**src/timer_b_defs.svh**
```systemverilog
// Purpose: constants for the timer_b block
// Assumes: 40 MHz clock_in
// Notes: byte indexes of the register access port
`ifndef TIMER_B_DEFS_SVH
`define TIMER_B_DEFS_SVH

`define CLOCK_PERIOD_NS 25
`define ADDR_COUNT_LOW 2'h0
`define ADDR_COUNT_HIGH 2'h1
`define ADDR_COMPARE_CAPTURE_REGISTER_LOW 2'h2
`define ADDR_COMPARE_CAPTURE_REGISTER_HIGH 2'h3
`define CLOCK_SOURCE_SELECT_SYSTEM 2'h0
`define CLOCK_SOURCE_SELECT_HALF 2'h1
`define CLOCK_SOURCE_SELECT_TIMER_A 2'h2
`define COUNT_RESET 16'h0000
`define COMPARE_CAPTURE_REGISTER_RESET 16'h0000
`define BYTE_RESET 8'h00

`endif

```
**src/timer_b_pkg.sv**
```systemverilog
// Purpose: types for the timer_b block
// Assumes: nothing beyond the defs header
// Notes: counter modes follow the counter_mode_field codes
`default_nettype none
package timer_b_pkg;
	typedef enum logic [2:0]
	{
		MODE_PERIODIC = 3'h0,
		MODE_TIMEOUT = 3'h1,
		MODE_CAPTURE = 3'h2,
		MODE_FREQ = 3'h3,
		MODE_PULSE_WIDTH = 3'h4,
		MODE_FREQ_PULSE = 3'h5,
		MODE_SINGLE_SHOT = 3'h6,
		MODE_PWM8 = 3'h7
	} counter_mode_t;

	typedef enum logic [0:0]
	{
		ST_RUN = 1'b0,
		ST_FROZEN = 1'b1
	} freeze_state_t;

	typedef struct packed
	{
		logic read;
		logic write;
		logic [1:0] addr;
		logic [7:0] wdata;
	} access_t;
endpackage
`default_nettype wire

```
**src/timer_b.sv**
```systemverilog
// Purpose: timer_b counter with its known deviations
// Assumes: event_in is asynchronous, all other inputs on clock_in
// Notes: byte access port replaces the processor register bus
// Functional notes
// - events shorter than one source tick missed in timeout, freq, pulse-width and freq-pulse modes
// - capture flag cleared by high byte read
// - freq-pulse mode freezes with prescaled clock
// - sync update restarts only on overflow
// - pwm8 mode couples bytes as 16-bit
`include "timer_b_defs.svh"
`default_nettype none
module timer_b
(
	input wire logic clock_in,
	input wire logic rst_in,
	input wire logic enable_in,
	input wire timer_b_pkg::counter_mode_t counter_mode_field_in,
	input wire logic [1:0] clock_source_select_in,
	input wire logic synchronous_update_mode_in,
	input wire logic timer_a_tick_in,
	input wire logic timer_a_restart_in,
	input wire logic timer_a_overflow_in,
	input wire logic event_in,
	input wire timer_b_pkg::access_t access_in,
	output logic [7:0] read_data_out,
	output logic capture_flag_out,
	output logic pwm_out,
	output logic frozen_out,
	output logic restart_ignored_out
);
	import timer_b_pkg::*;

	logic ev_meta, ev_sync, ev_prev, ev_sample, div;
	logic [15:0] count, compare_capture_register;
	logic [7:0] temp, read_data;
	logic flag, running, pwm, ignored;
	freeze_state_t state;
	logic next_ev_prev, next_ev_sample, next_div, next_flag, next_running, next_pwm;
	logic next_ignored;
	logic [15:0] next_count, next_compare_capture_register;
	logic [7:0] next_temp, next_read_data;
	freeze_state_t next_state;
	logic tick, raw_rise, raw_fall, q_rise, q_fall, rise, fall, capture_set, pwm8;
	logic is_rd, is_wr;

	function automatic logic [7:0] pick_byte(input logic [15:0] w, input logic hi);
		pick_byte = hi ? w[15:8] : w[7:0];
	endfunction

	// event pin synchroniser
	always_ff @(posedge clock_in)
	begin
		if (rst_in)
		begin
			ev_meta <= 1'b0;
			ev_sync <= 1'b0;
		end
		else
		begin
			ev_meta <= event_in;
			ev_sync <= ev_meta;
		end
	end

	always_comb
	begin
		case (clock_source_select_in)
			`CLOCK_SOURCE_SELECT_SYSTEM: tick = 1'b1;
			`CLOCK_SOURCE_SELECT_TIMER_A: tick = timer_a_tick_in;
			default: tick = div;
		endcase
		pwm8 = (counter_mode_field_in == MODE_PWM8);
		is_rd = access_in.read;
		is_wr = access_in.write;
		raw_rise = ev_sync && !ev_prev;
		raw_fall = !ev_sync && ev_prev;
		q_rise = tick && ev_sync && !ev_sample;
		q_fall = tick && !ev_sync && ev_sample;
		case (counter_mode_field_in)
			MODE_TIMEOUT, MODE_FREQ, MODE_PULSE_WIDTH, MODE_FREQ_PULSE:
			begin
				rise = q_rise;
				fall = q_fall;
			end
			default:
			begin
				rise = raw_rise;
				fall = raw_fall;
			end
		endcase
	end

	always_comb
	begin
		next_ev_prev = ev_sync;
		next_ev_sample = tick ? ev_sync : ev_sample;
		next_div = !div;
		next_count = count;
		next_compare_capture_register = compare_capture_register;
		next_temp = temp;
		next_running = running;
		next_pwm = pwm;
		next_state = state;
		next_read_data = read_data;
		next_ignored = synchronous_update_mode_in && timer_a_restart_in;
		capture_set = 1'b0;
		if (!enable_in)
		begin
			next_state = ST_RUN;
			next_running = 1'b0;
			next_pwm = 1'b0;
		end
		else if (state == ST_RUN)
		begin
			if (counter_mode_field_in == MODE_FREQ_PULSE
				&& clock_source_select_in != `CLOCK_SOURCE_SELECT_SYSTEM && (raw_rise || raw_fall) && !tick)
			begin
				next_state = ST_FROZEN;
			end
			case (counter_mode_field_in)
				MODE_PERIODIC:
				begin
					if (tick)
					begin
						next_count = (count == compare_capture_register) ? `COUNT_RESET : count + 16'h0001;
						capture_set = (count == compare_capture_register);
					end
				end
				MODE_TIMEOUT:
				begin
					if (rise)
					begin
						next_count = `COUNT_RESET;
						next_running = 1'b1;
					end
					else if (fall)
						next_running = 1'b0;
					else if (tick && running)
					begin
						next_count = count + 16'h0001;
						capture_set = (count == compare_capture_register);
					end
				end
				MODE_CAPTURE:
				begin
					if (tick)
						next_count = count + 16'h0001;
					if (rise)
					begin
						next_compare_capture_register = count;
						capture_set = 1'b1;
					end
				end
				MODE_FREQ:
				begin
					if (rise)
					begin
						next_compare_capture_register = count;
						next_count = `COUNT_RESET;
						capture_set = 1'b1;
					end
					else if (tick)
						next_count = count + 16'h0001;
				end
				MODE_PULSE_WIDTH, MODE_FREQ_PULSE:
				begin
					if (rise)
						next_count = `COUNT_RESET;
					else if (fall)
					begin
						next_compare_capture_register = count;
						capture_set = 1'b1;
					end
					else if (tick)
						next_count = count + 16'h0001;
				end
				MODE_SINGLE_SHOT:
				begin
					if (rise && !running)
					begin
						next_count = `COUNT_RESET;
						next_running = 1'b1;
					end
					else if (tick && running)
					begin
						next_count = count + 16'h0001;
						next_running = (count != compare_capture_register);
						capture_set = (count == compare_capture_register);
					end
					next_pwm = running;
				end
				default:
				begin
					if (tick)
					begin
						next_count[7:0] = (count[7:0] == compare_capture_register[7:0]) ? 8'h00 : count[7:0] + 8'h01;
						capture_set = (count[7:0] == compare_capture_register[7:0]);
					end
					next_pwm = (count[7:0] < compare_capture_register[15:8]);
				end
			endcase
			// only overflow restarts in sync mode
			if (synchronous_update_mode_in && timer_a_overflow_in)
				next_count = `COUNT_RESET;
		end
		if (is_rd)
		begin
			// low read latches high into temp
			if (pwm8 && !access_in.addr[0])
			begin
				next_temp = pick_byte(access_in.addr[1] ? compare_capture_register : count, 1'b1);
				next_read_data = pick_byte(access_in.addr[1] ? compare_capture_register : count, 1'b0);
			end
			else if (pwm8)
				next_read_data = temp;
			else
				next_read_data = pick_byte(access_in.addr[1] ? compare_capture_register : count, access_in.addr[0]);
		end
		else if (is_wr)
		begin
			if (pwm8 && !access_in.addr[0])
				next_temp = access_in.wdata;
			else if (pwm8 && access_in.addr[1])
				next_compare_capture_register = {access_in.wdata, temp};
			else if (pwm8)
				next_count = {access_in.wdata, temp};
			else if (access_in.addr == `ADDR_COUNT_LOW)
				next_count[7:0] = access_in.wdata;
			else if (access_in.addr == `ADDR_COUNT_HIGH)
				next_count[15:8] = access_in.wdata;
			else if (access_in.addr == `ADDR_COMPARE_CAPTURE_REGISTER_LOW && !capture_set)
				next_compare_capture_register[7:0] = access_in.wdata;
			else if (!capture_set)
				next_compare_capture_register[15:8] = access_in.wdata;
		end
		// high byte read clears, set wins
		if (capture_set)
			next_flag = 1'b1;
		else if (is_rd && access_in.addr == `ADDR_COMPARE_CAPTURE_REGISTER_HIGH)
			next_flag = 1'b0;
		else
			next_flag = flag;
	end

	always_ff @(posedge clock_in)
	begin
		if (rst_in)
		begin
			ev_prev <= 1'b0;
			ev_sample <= 1'b0;
			div <= 1'b0;
			count <= `COUNT_RESET;
			compare_capture_register <= `COMPARE_CAPTURE_REGISTER_RESET;
			temp <= `BYTE_RESET;
			read_data <= `BYTE_RESET;
			flag <= 1'b0;
			running <= 1'b0;
			pwm <= 1'b0;
			ignored <= 1'b0;
			state <= ST_RUN;
		end
		else
		begin
			ev_prev <= next_ev_prev;
			ev_sample <= next_ev_sample;
			div <= next_div;
			count <= next_count;
			compare_capture_register <= next_compare_capture_register;
			temp <= next_temp;
			read_data <= next_read_data;
			flag <= next_flag;
			running <= next_running;
			pwm <= next_pwm;
			ignored <= next_ignored;
			state <= next_state;
		end
	end

	assign read_data_out = read_data;
	assign capture_flag_out = flag;
	assign pwm_out = pwm;
	assign frozen_out = (state == ST_FROZEN);
	assign restart_ignored_out = ignored;

	a_flag_high_clear: assert property (@(posedge clock_in) disable iff (rst_in)
		(is_rd && access_in.addr == `ADDR_COMPARE_CAPTURE_REGISTER_HIGH && !capture_set) |=> !capture_flag_out)
		else $error("capture flag not cleared by high byte read");
	a_flag_low_keep: assert property (@(posedge clock_in) disable iff (rst_in)
		(flag && is_rd && access_in.addr == `ADDR_COMPARE_CAPTURE_REGISTER_LOW) |=> capture_flag_out)
		else $error("capture flag cleared by low byte read");
	a_qualified_tick: assert property (@(posedge clock_in) disable iff (rst_in)
		(counter_mode_field_in == MODE_FREQ && state == ST_RUN && enable_in && !tick
		&& !(synchronous_update_mode_in && timer_a_overflow_in) && !is_wr)
		|=> (compare_capture_register == $past(compare_capture_register)) && !$rose(flag))
		else $error("capture taken off a source tick");
	a_freeze_lock: assert property (@(posedge clock_in) disable iff (rst_in)
		(enable_in && state == ST_RUN && counter_mode_field_in == MODE_FREQ_PULSE
		&& clock_source_select_in != `CLOCK_SOURCE_SELECT_SYSTEM && (raw_rise || raw_fall) && !tick)
		|=> frozen_out ##1 (frozen_out || !$past(enable_in)))
		else $error("freeze state not entered");
	a_freeze_sel_zero: assert property (@(posedge clock_in) disable iff (rst_in)
		(!frozen_out && clock_source_select_in == `CLOCK_SOURCE_SELECT_SYSTEM) |=> !frozen_out)
		else $error("freeze with system clock selected");
	a_overflow_restart: assert property (@(posedge clock_in) disable iff (rst_in)
		(enable_in && state == ST_RUN && synchronous_update_mode_in && timer_a_overflow_in
		&& !is_wr) |=> count == `COUNT_RESET)
		else $error("overflow did not restart counter");
	a_restart_ignored: assert property (@(posedge clock_in) disable iff (rst_in)
		(counter_mode_field_in == MODE_PERIODIC && synchronous_update_mode_in
		&& timer_a_restart_in && !timer_a_overflow_in && !tick && !is_wr)
		|=> (count == $past(count)) && restart_ignored_out)
		else $error("timer_a restart acted on counter");
	a_pwm_low_write: assert property (@(posedge clock_in) disable iff (rst_in)
		(pwm8 && is_wr && !is_rd && access_in.addr == `ADDR_COMPARE_CAPTURE_REGISTER_LOW)
		|=> (compare_capture_register == $past(compare_capture_register)) && (temp == $past(access_in.wdata)))
		else $error("pwm8 low byte written alone");
	a_pwm_high_write: assert property (@(posedge clock_in) disable iff (rst_in)
		(pwm8 && is_wr && !is_rd && access_in.addr == `ADDR_COMPARE_CAPTURE_REGISTER_HIGH)
		|=> compare_capture_register == {$past(access_in.wdata), $past(temp)})
		else $error("pwm8 word write not coupled");
endmodule // timer_b
`default_nettype wire

```
**config.mk**
```make
export PLATFORM = sky130hd
export DESIGN_NAME = timer_b
export DESIGN_NICKNAME = d
export VERILOG_FILES = /design/src/timer_b_pkg.sv /design/src/timer_b.sv
export VERILOG_INCLUDE_DIRS = /design/src
export SDC_FILE = /design/constraint.sdc
export NUM_CORES = 1
export LEC_CHECK = 0
export BUFFER_PORTS_ARGS = -buffer_cell sky130_fd_sc_hd__buf_2
export CORE_UTILIZATION = 40
export DETAILED_ROUTE_END_ITERATION = 16
export SYNTH_ARGS = -nofsm -noshare
export SYNTH_HDL_FRONTEND = slang
export SYNTH_SLANG_ARGS = --single-unit
```
**constraint.sdc**
```tcl
create_clock -name clock_in -period 3.5 [get_ports clock_in]
set_clock_uncertainty 0.15 [all_clocks]
set_input_delay 0.35 -clock clock_in [delete_from_list [all_inputs] [get_ports clock_in]]
set_output_delay 0.35 -clock clock_in [all_outputs]
set_load 0.01 [all_outputs]
```
==> results of run 1 <==
[power breakdown]
group | leakage, nW | total (W) | internal, W | switching (W)
sequential | 0.473 | 0.000714 | 0.000688 | 0.0000265
clock | 0.146 | 0.000923 | 0.000556 | 0.000368
combinational | 1.82 | 0.000501 | 0.000180 | 0.000321
[flip-flops by register name, summed over array words and instances (netlist names)]
| signal | count |
|---|---|
| count | 16 |
| running | 1 |
| capture_flag_out | 1 |
| ev_sync | 1 |
| ev_sample | 1 |
| restart_ignored_out | 1 |
| read_data_out | 8 |
| ev_meta | 1 |
| frozen_out | 1 |
| ev_prev | 1 |
| pwm_out | 1 |
| div | 1 |
| temp | 8 |
| compare_capture_register | 16 |
[layer usage]
metal	vias to the layer above	GRT usage
li1	2777	-
met1	2727	0.409
met2	307	0.464
met3	62	0.0647
met4	0	0.179
met5	-	0
[critical path, delay by kind of cell, from the launching register on]
kind / cells / cell delay (ns)
xor+xnor: 1 / 0.09
compound gates: 4 / 0.83
buf+inv: 1 / 0.23
fa+ha+maj: 1 / 0.28
simple gates: 3 / 1.04
flops: 1 / 0.46
[Yosys cell counts, types with 8 or more instances]
cell type  instances  area share
o21ai_0           33       0.031
nor2_1            84       0.059
buf_2             15       0.014
nand3_1           19       0.018
mux2i_1           35       0.066
nor3_1            16       0.015
ha_1              10       0.023
a211oi_1          22       0.031
nor2b_1           15       0.018
a21o_1             8       0.011
nand2b_1          12       0.014
dfxtp_1           58        0.22
a31oi_1           15       0.018
nand2_1           89       0.063
inv_1             14      0.0099
xor2_1            22       0.036
o22ai_1            9       0.011
a2111oi_2          9       0.025
a21oi_1           62       0.058
clkbuf_1          37       0.026
o211ai_1          25       0.035
[layout by cell type (no fill, tap or decap), types with 3 or more instances in the layout]
cell	Yosys	routed
nand2_1	89	89
nor2_1	84	84
a21oi_1	62	62
dfxtp_1	58	58
buf_4	2	44
buf_2	15	36
mux2i_1	35	35
o21ai_0	33	33
o211ai_1	25	25
xor2_1	22	22
a211oi_1	22	22
nand3_1	19	19
nor3_1	16	16
nor2b_1	15	15
a31oi_1	15	15
inv_1	14	14
nand2b_1	12	12
ha_1	10	10
a2111oi_2	9	9
o22ai_1	9	9
clkbuf_16	0	9
a21o_1	8	8
and3_1	7	7
or3_1	7	7
xnor2_1	7	7
o31ai_1	7	7
o21ai_1	6	6
o221ai_1	6	6
a221oi_1	5	5
or2_1	4	4
nor4_1	4	4
a311o_1	4	4
a311oi_1	4	4
nor3_2	3	3
nor4_2	3	3
nand4_1	3	3
a2111oi_0	3	3
clkinv_4	0	3
[metrics by stage]
stage          hold WS (ns)  power, W  instances
2_1_floorplan         0.260   0.00103        739
3_3_place_gp          0.274   0.00121        929
3_5_place_dp          0.281   0.00121        929
4_1_cts              0.0716   0.00214        945
5_1_grt              0.0990   0.00222        945
6_report             0.0729   0.00214        945
[worst max-delay path by stage]
stage                              from   endpoint  slack, ns
5_1_grt                        count[0]  count[12]       0.17
3_5_place_dp   counter_mode_field_in[0]   count[7]       0.26
2_1_floorplan                  count[1]   count[9]       1.03
6_report                       count[0]  count[12]       0.32
4_1_cts                        count[0]  count[12]       0.36
3_3_place_gp                   count[0]  count[12]       0.36
[logic make-up after synthesis]
| logic type | synth area share |
|---|---|
| AO/OA/AOI/OAI | 0.320 |
| adder cells (fa/ha/maj) | 0.0235 |
| AND/OR/NAND/NOR | 0.263 |
| multiplexers | 0.0658 |
| XOR/XNOR | 0.0477 |
| flip-flops | 0.218 |
| buffers and inverters | 0.0620 |
[layout make-up]
class	instances	area, sq um	share of cell area
Multi-Input combinational cell	604	3830	0.629
Sequential cell	58	1160	0.190
Timing Repair Buffer	81	531	0.0870
Clock buffer	9	225	0.0369
Tap cell	172	215	0.0353
Clock inverter	7	77.6	0.0127
Inverter	14	52.6	0.00862
==> flow_metrics.tcl, run 1 <==
set metrics [dict create \
    syn-num-nets 774 \
    end_kind "flip-flop" \
    drc 0 \
    ctsHoldBuffers 0 \
    crit_slowest_cell "or4_4" \
    timing.fmax_ghz 0.315 \
    postCtsSetupRepairBufs 0 \
    dr.first_iter.drc_count 581 \
    cts.sinks 58 \
    dp_hpwl_mm 15.7 \
    cpPeakStageDelay_ns 0.59 \
    worst_hold_path.endpoint "restart_ignored_out" \
    finalSetupViolCount 0 \
    worst-r2r-setup-slack_ns 0.32 \
    rsz0062_at_grt "no" \
    die_x_um 117 \
    cts_buffers 9 \
    maxSlewViolCount 0 \
    worstPathMaxFanout 8 \
    synth_ff_type "dfxtp_1" \
    top_layer_used "met4" \
    drive_gt1_frac 0.171 \
    r2r_start "count[0]" \
    rows 41 \
    layout.nets 803 \
    wl_met1_mm 8.96 \
    reg2regPathDepth 10 \
    grt_pass1_vias 5602 \
    synthArstFlopShare 0 \
    grt-ovfl-total 0 \
    r2r_end "count[12]" \
    critPathKind "reg2reg" \
    min_period_ns 3.18 \
    leakage_nw 2.44 \
    core_area_sq_mm 0.0128 \
    dieArea_sq_mm 0.0138 \
    tns_ns 0 \
    fin_area_sq_mm 0.00610 \
    synth_enable_flop_cells 0 \
    dpl-instance-area_sq_mm 0.00579 \
    avgSynthCellArea_sq_um 7.21 \
    portBuffers 36 \
    wl_met3_mm 1.92 \
    arrival_ns 3.29 \
    cp_cell_sequence "buf_4 > ha_1 > nand3_2 > or4_4 > nor3_4 > xnor2_1 > o221ai_1 > o211ai_1 > a31o_1 > o31ai_2" \
    htree_levels 3 \
    ys_ff_latch 58 \
    grt.total_usage 0.309 \
    dp_slack_ns 0.261 \
    clockRootBuffer "clkbuf_16" \
    worst_pin_slew_ns 0.926 \
    ir_drop_mv 0.301 \
    max-cap-violations 0 \
    drt-total-wl_mm 21.1 \
    syn2layout_area_growth_pct 14.5 \
    antenna_found_initial 0 \
    clk_pin_slew_ns 0.06 \
    max_slew_margin 0.378 \
    drtPass1Iterations 6 \
    yosys.cell_types.count 75 \
    hold_violations 0 \
    hold_path.class "in2reg" \
    cts_tree "built" \
    routabilityCongestion 1.01 \
    power_density_mw_per_mm2 351 \
    grt_max_degree 36 \
    diodes 0 \
    viasPerCell 6.21 \
    yosys_warnings 0 \
    fillCellCount 1374 \
    syn_inst 739 \
    grt_pass1_wl_mm 32.8 \
    dieHeight_um 117 \
    fin_crit_sh 0.908 \
    cts_resized 0 \
    wl_met2_mm 9.26 \
    ys_seq_area_frac 0.218 \
    finalCoreUtilization 0.475 \
    max-clock-path-buffers 2 \
    syn_area_sq_mm 0.00533 \
    start_util 0.415 \
    clk_latency_ns 0.35 \
    vias 5873 \
    hp-start "timer_a_restart_in" \
    status "complete, no violations" \
    io_pins 37 \
    cp-start-kind "flip-flop" \
    setup_ws_ns 0.321 \
    wire_per_inst_um 22.3 \
    required_ns 3.61 \
    min_path_cells 3 \
    ant_nets 0 \
]
No activity file was read; power rests on OpenSTA's default activity.
==> run 2: changes to the inputs <==
--- a/config.mk
+++ b/config.mk
@@ -7,6 +7,7 @@
 export NUM_CORES = 1
 export LEC_CHECK = 0
 export BUFFER_PORTS_ARGS = -buffer_cell sky130_fd_sc_hd__buf_2
+export CORE_MARGIN = 2
 export CORE_UTILIZATION = 40
 export DETAILED_ROUTE_END_ITERATION = 16
 export SYNTH_ARGS = -nofsm -noshare
==> constraint.sdc (replaced) <==
create_clock -name clock_in -period 3.9 [get_ports clock_in]
set_clock_uncertainty 0.15 [all_clocks]
set_input_delay 0.39 -clock clock_in [delete_from_list [all_inputs] [get_ports clock_in]]
set_output_delay 0.39 -clock clock_in [all_outputs]
set_load 0.01 [all_outputs]
==> run 2 against run 1 <==
Compared with the run above: maximum frequency fell by 1.1%; largest power group unchanged; total power fell by 14%; largest cell class unchanged; sequential power fell by 10%; cell count fell by 1.1%; non-clock buffer count fell by 14; worst setup slack improved by 0.37 ns; core utilization fell by 2.2 points; clock power fell by 18%; clock-buffer cell count rose by 1.
==> flow_metrics.tcl, run 2 (synthesized netlist as in run 1, its figures left out) <==
set metrics [dict create \
    grt_pass1_vias 5598 \
    drive_gt1_frac 0.155 \
    dieArea_sq_mm 0.0143 \
    p_clk_frac 0.413 \
    clk_latency_ns 0.34 \
    drt-total-wl_mm 21.2 \
    dpl-instance-area_sq_mm 0.00568 \
    max-clock-path-buffers 2 \
    mostFrequentLayoutCell "nand2_1" \
    seq_power_share 0.349 \
    antenna_found_initial 0 \
    fillCellCount 1391 \
    finalCoreUtilization 0.454 \
    drc 0 \
    maxSlewViolCount 0 \
    dieHeight_um 119 \
    die_x_um 119 \
    max_slew_margin 0.328 \
    clk_pin_slew_ns 0.06 \
    worstPathMaxFanout 8 \
    rows 42 \
    p_total_w 0.00184 \
    cts_resized 0 \
    rsz0062_at_grt "no" \
    required_ns 3.94 \
    routabilityCongestion 1.04 \
    p_int_w 0.00121 \
    hold_violations 0 \
    grt_max_degree 40 \
    cts.sinks 58 \
    top_regs "compare_capture_register: 16 flops, count: 16 flops" \
    critPathKind "reg2reg" \
    dr.first_iter.drc_count 672 \
    vias 5938 \
    portBuffers 36 \
    cp-start-kind "flip-flop" \
    viasPerCell 6.35 \
    arrival_ns 3.25 \
    grt.total_usage 0.298 \
    max-cap-violations 0 \
    leakage_nw 2.35 \
    ctsHoldBuffers 0 \
    tns_ns 0 \
    fin_crit_sh 0.824 \
    timing.fmax_ghz 0.311 \
    switching_share 0.339 \
    cts_tree "built" \
    htree_levels 3 \
    fin_area_sq_mm 0.00596 \
    ant_nets 0 \
    worst_pin_slew_ns 1.00 \
    status "complete, no violations" \
    cts_buffers 9 \
    wire_per_inst_um 22.7 \
    start_util 0.405 \
    dp_hpwl_mm 15.6 \
    io_pins 37 \
    layout.nets 789 \
    final_cell_mix "89 x nand2_1, 84 x nor2_1, 62 x a21oi_1" \
    power_density_mw_per_mm2 308 \
    core_area_sq_mm 0.0131 \
    min_period_ns 3.21 \
    p_sw_w 0.000624 \
    drtPass1Iterations 5 \
    grt-ovfl-total 0 \
    clockRootBuffer "clkbuf_16" \
    finalSetupViolCount 0 \
    comb_power_share 0.238 \
    diodes 0 \
    ir_drop_mv 0.246 \
    syn2layout_area_growth_pct 11.9 \
    worst_hold_slack_ns 0.113 \
    hold_path.class "in2reg" \
    postCtsSetupRepairBufs 0 \
    end_kind "flip-flop" \
    grt_pass1_wl_mm 32.5 \
    worst-r2r-setup-slack_ns 0.69 \
]
run 2: cell types whose count changed in the layout (fill, tap and decap cells not counted), sizes merged:
cell      delta
buf         -14
bufinv       -1
clkbuf       +1
clkinv       -2
clkinvlp     +2
run 2: cell type report:
type / instances / area, sq um / share of cell area
clock inverters: 6 / 41.3 / 0.00693
repair buffers: 67 / 413 / 0.0693
inverters: 14 / 52.6 / 0.00881
clock buffers: 10 / 239 / 0.0401
well taps: 176 / 220 / 0.0369
multi-input cells: 604 / 3830 / 0.643
flip-flops and latches: 58 / 1160 / 0.195
run 2: worst paths after layout:
path,to,cells after the start,from
min,ev_meta,2,event_in
max reg2reg,count[7],8,count[0]
max,count[7],8,count[0]
min reg2reg,div,1,div
run 2: worst max-delay path, cell delays in order, from the launching register on:
cell	delay, ns
dfxtp_1	0.47
xor2_1	0.11
nor4_1	0.56
nand3_1	0.22
o21a_1	0.28
nor2_2	0.39
nand2_1	0.13
a2111oi_0	0.56
o32ai_1	0.18
run 2: power by group through the flow:
stage	clock network (W)	logic, W	registers, W
detailed placement	0	0.000426	0.000653
global route	0.000788	0.000469	0.000644
global placement	0	0.000428	0.000653
floorplan	0	0.000279	0.000647
CTS	0.000764	0.000429	0.000641
finish	0.000760	0.000438	0.000641
run 2: metal layers:
| metal | wire [um] | up-vias | part of all wire | global-route usage |
|---|---|---|---|---|
| li1 | - | 2754 | - | - |
| met1 | 9340 | 2824 | 0.44 | 0.406 |
| met2 | 9460 | 300 | 0.45 | 0.457 |
| met3 | 1530 | 60 | 0.072 | 0.0431 |
| met4 | 888 | 0 | 0.042 | 0.151 |
| met5 | 0 | - | 0 | 0 |
run 2: per-stage QoR:
step / cells / setup WS, ns
2_1_floorplan: 739 / 1.43
3_3_place_gp: 919 / 0.673
3_5_place_dp: 919 / 0.621
4_1_cts: 935 / 0.825
5_1_grt: 935 / 0.552
6_report: 935 / 0.688
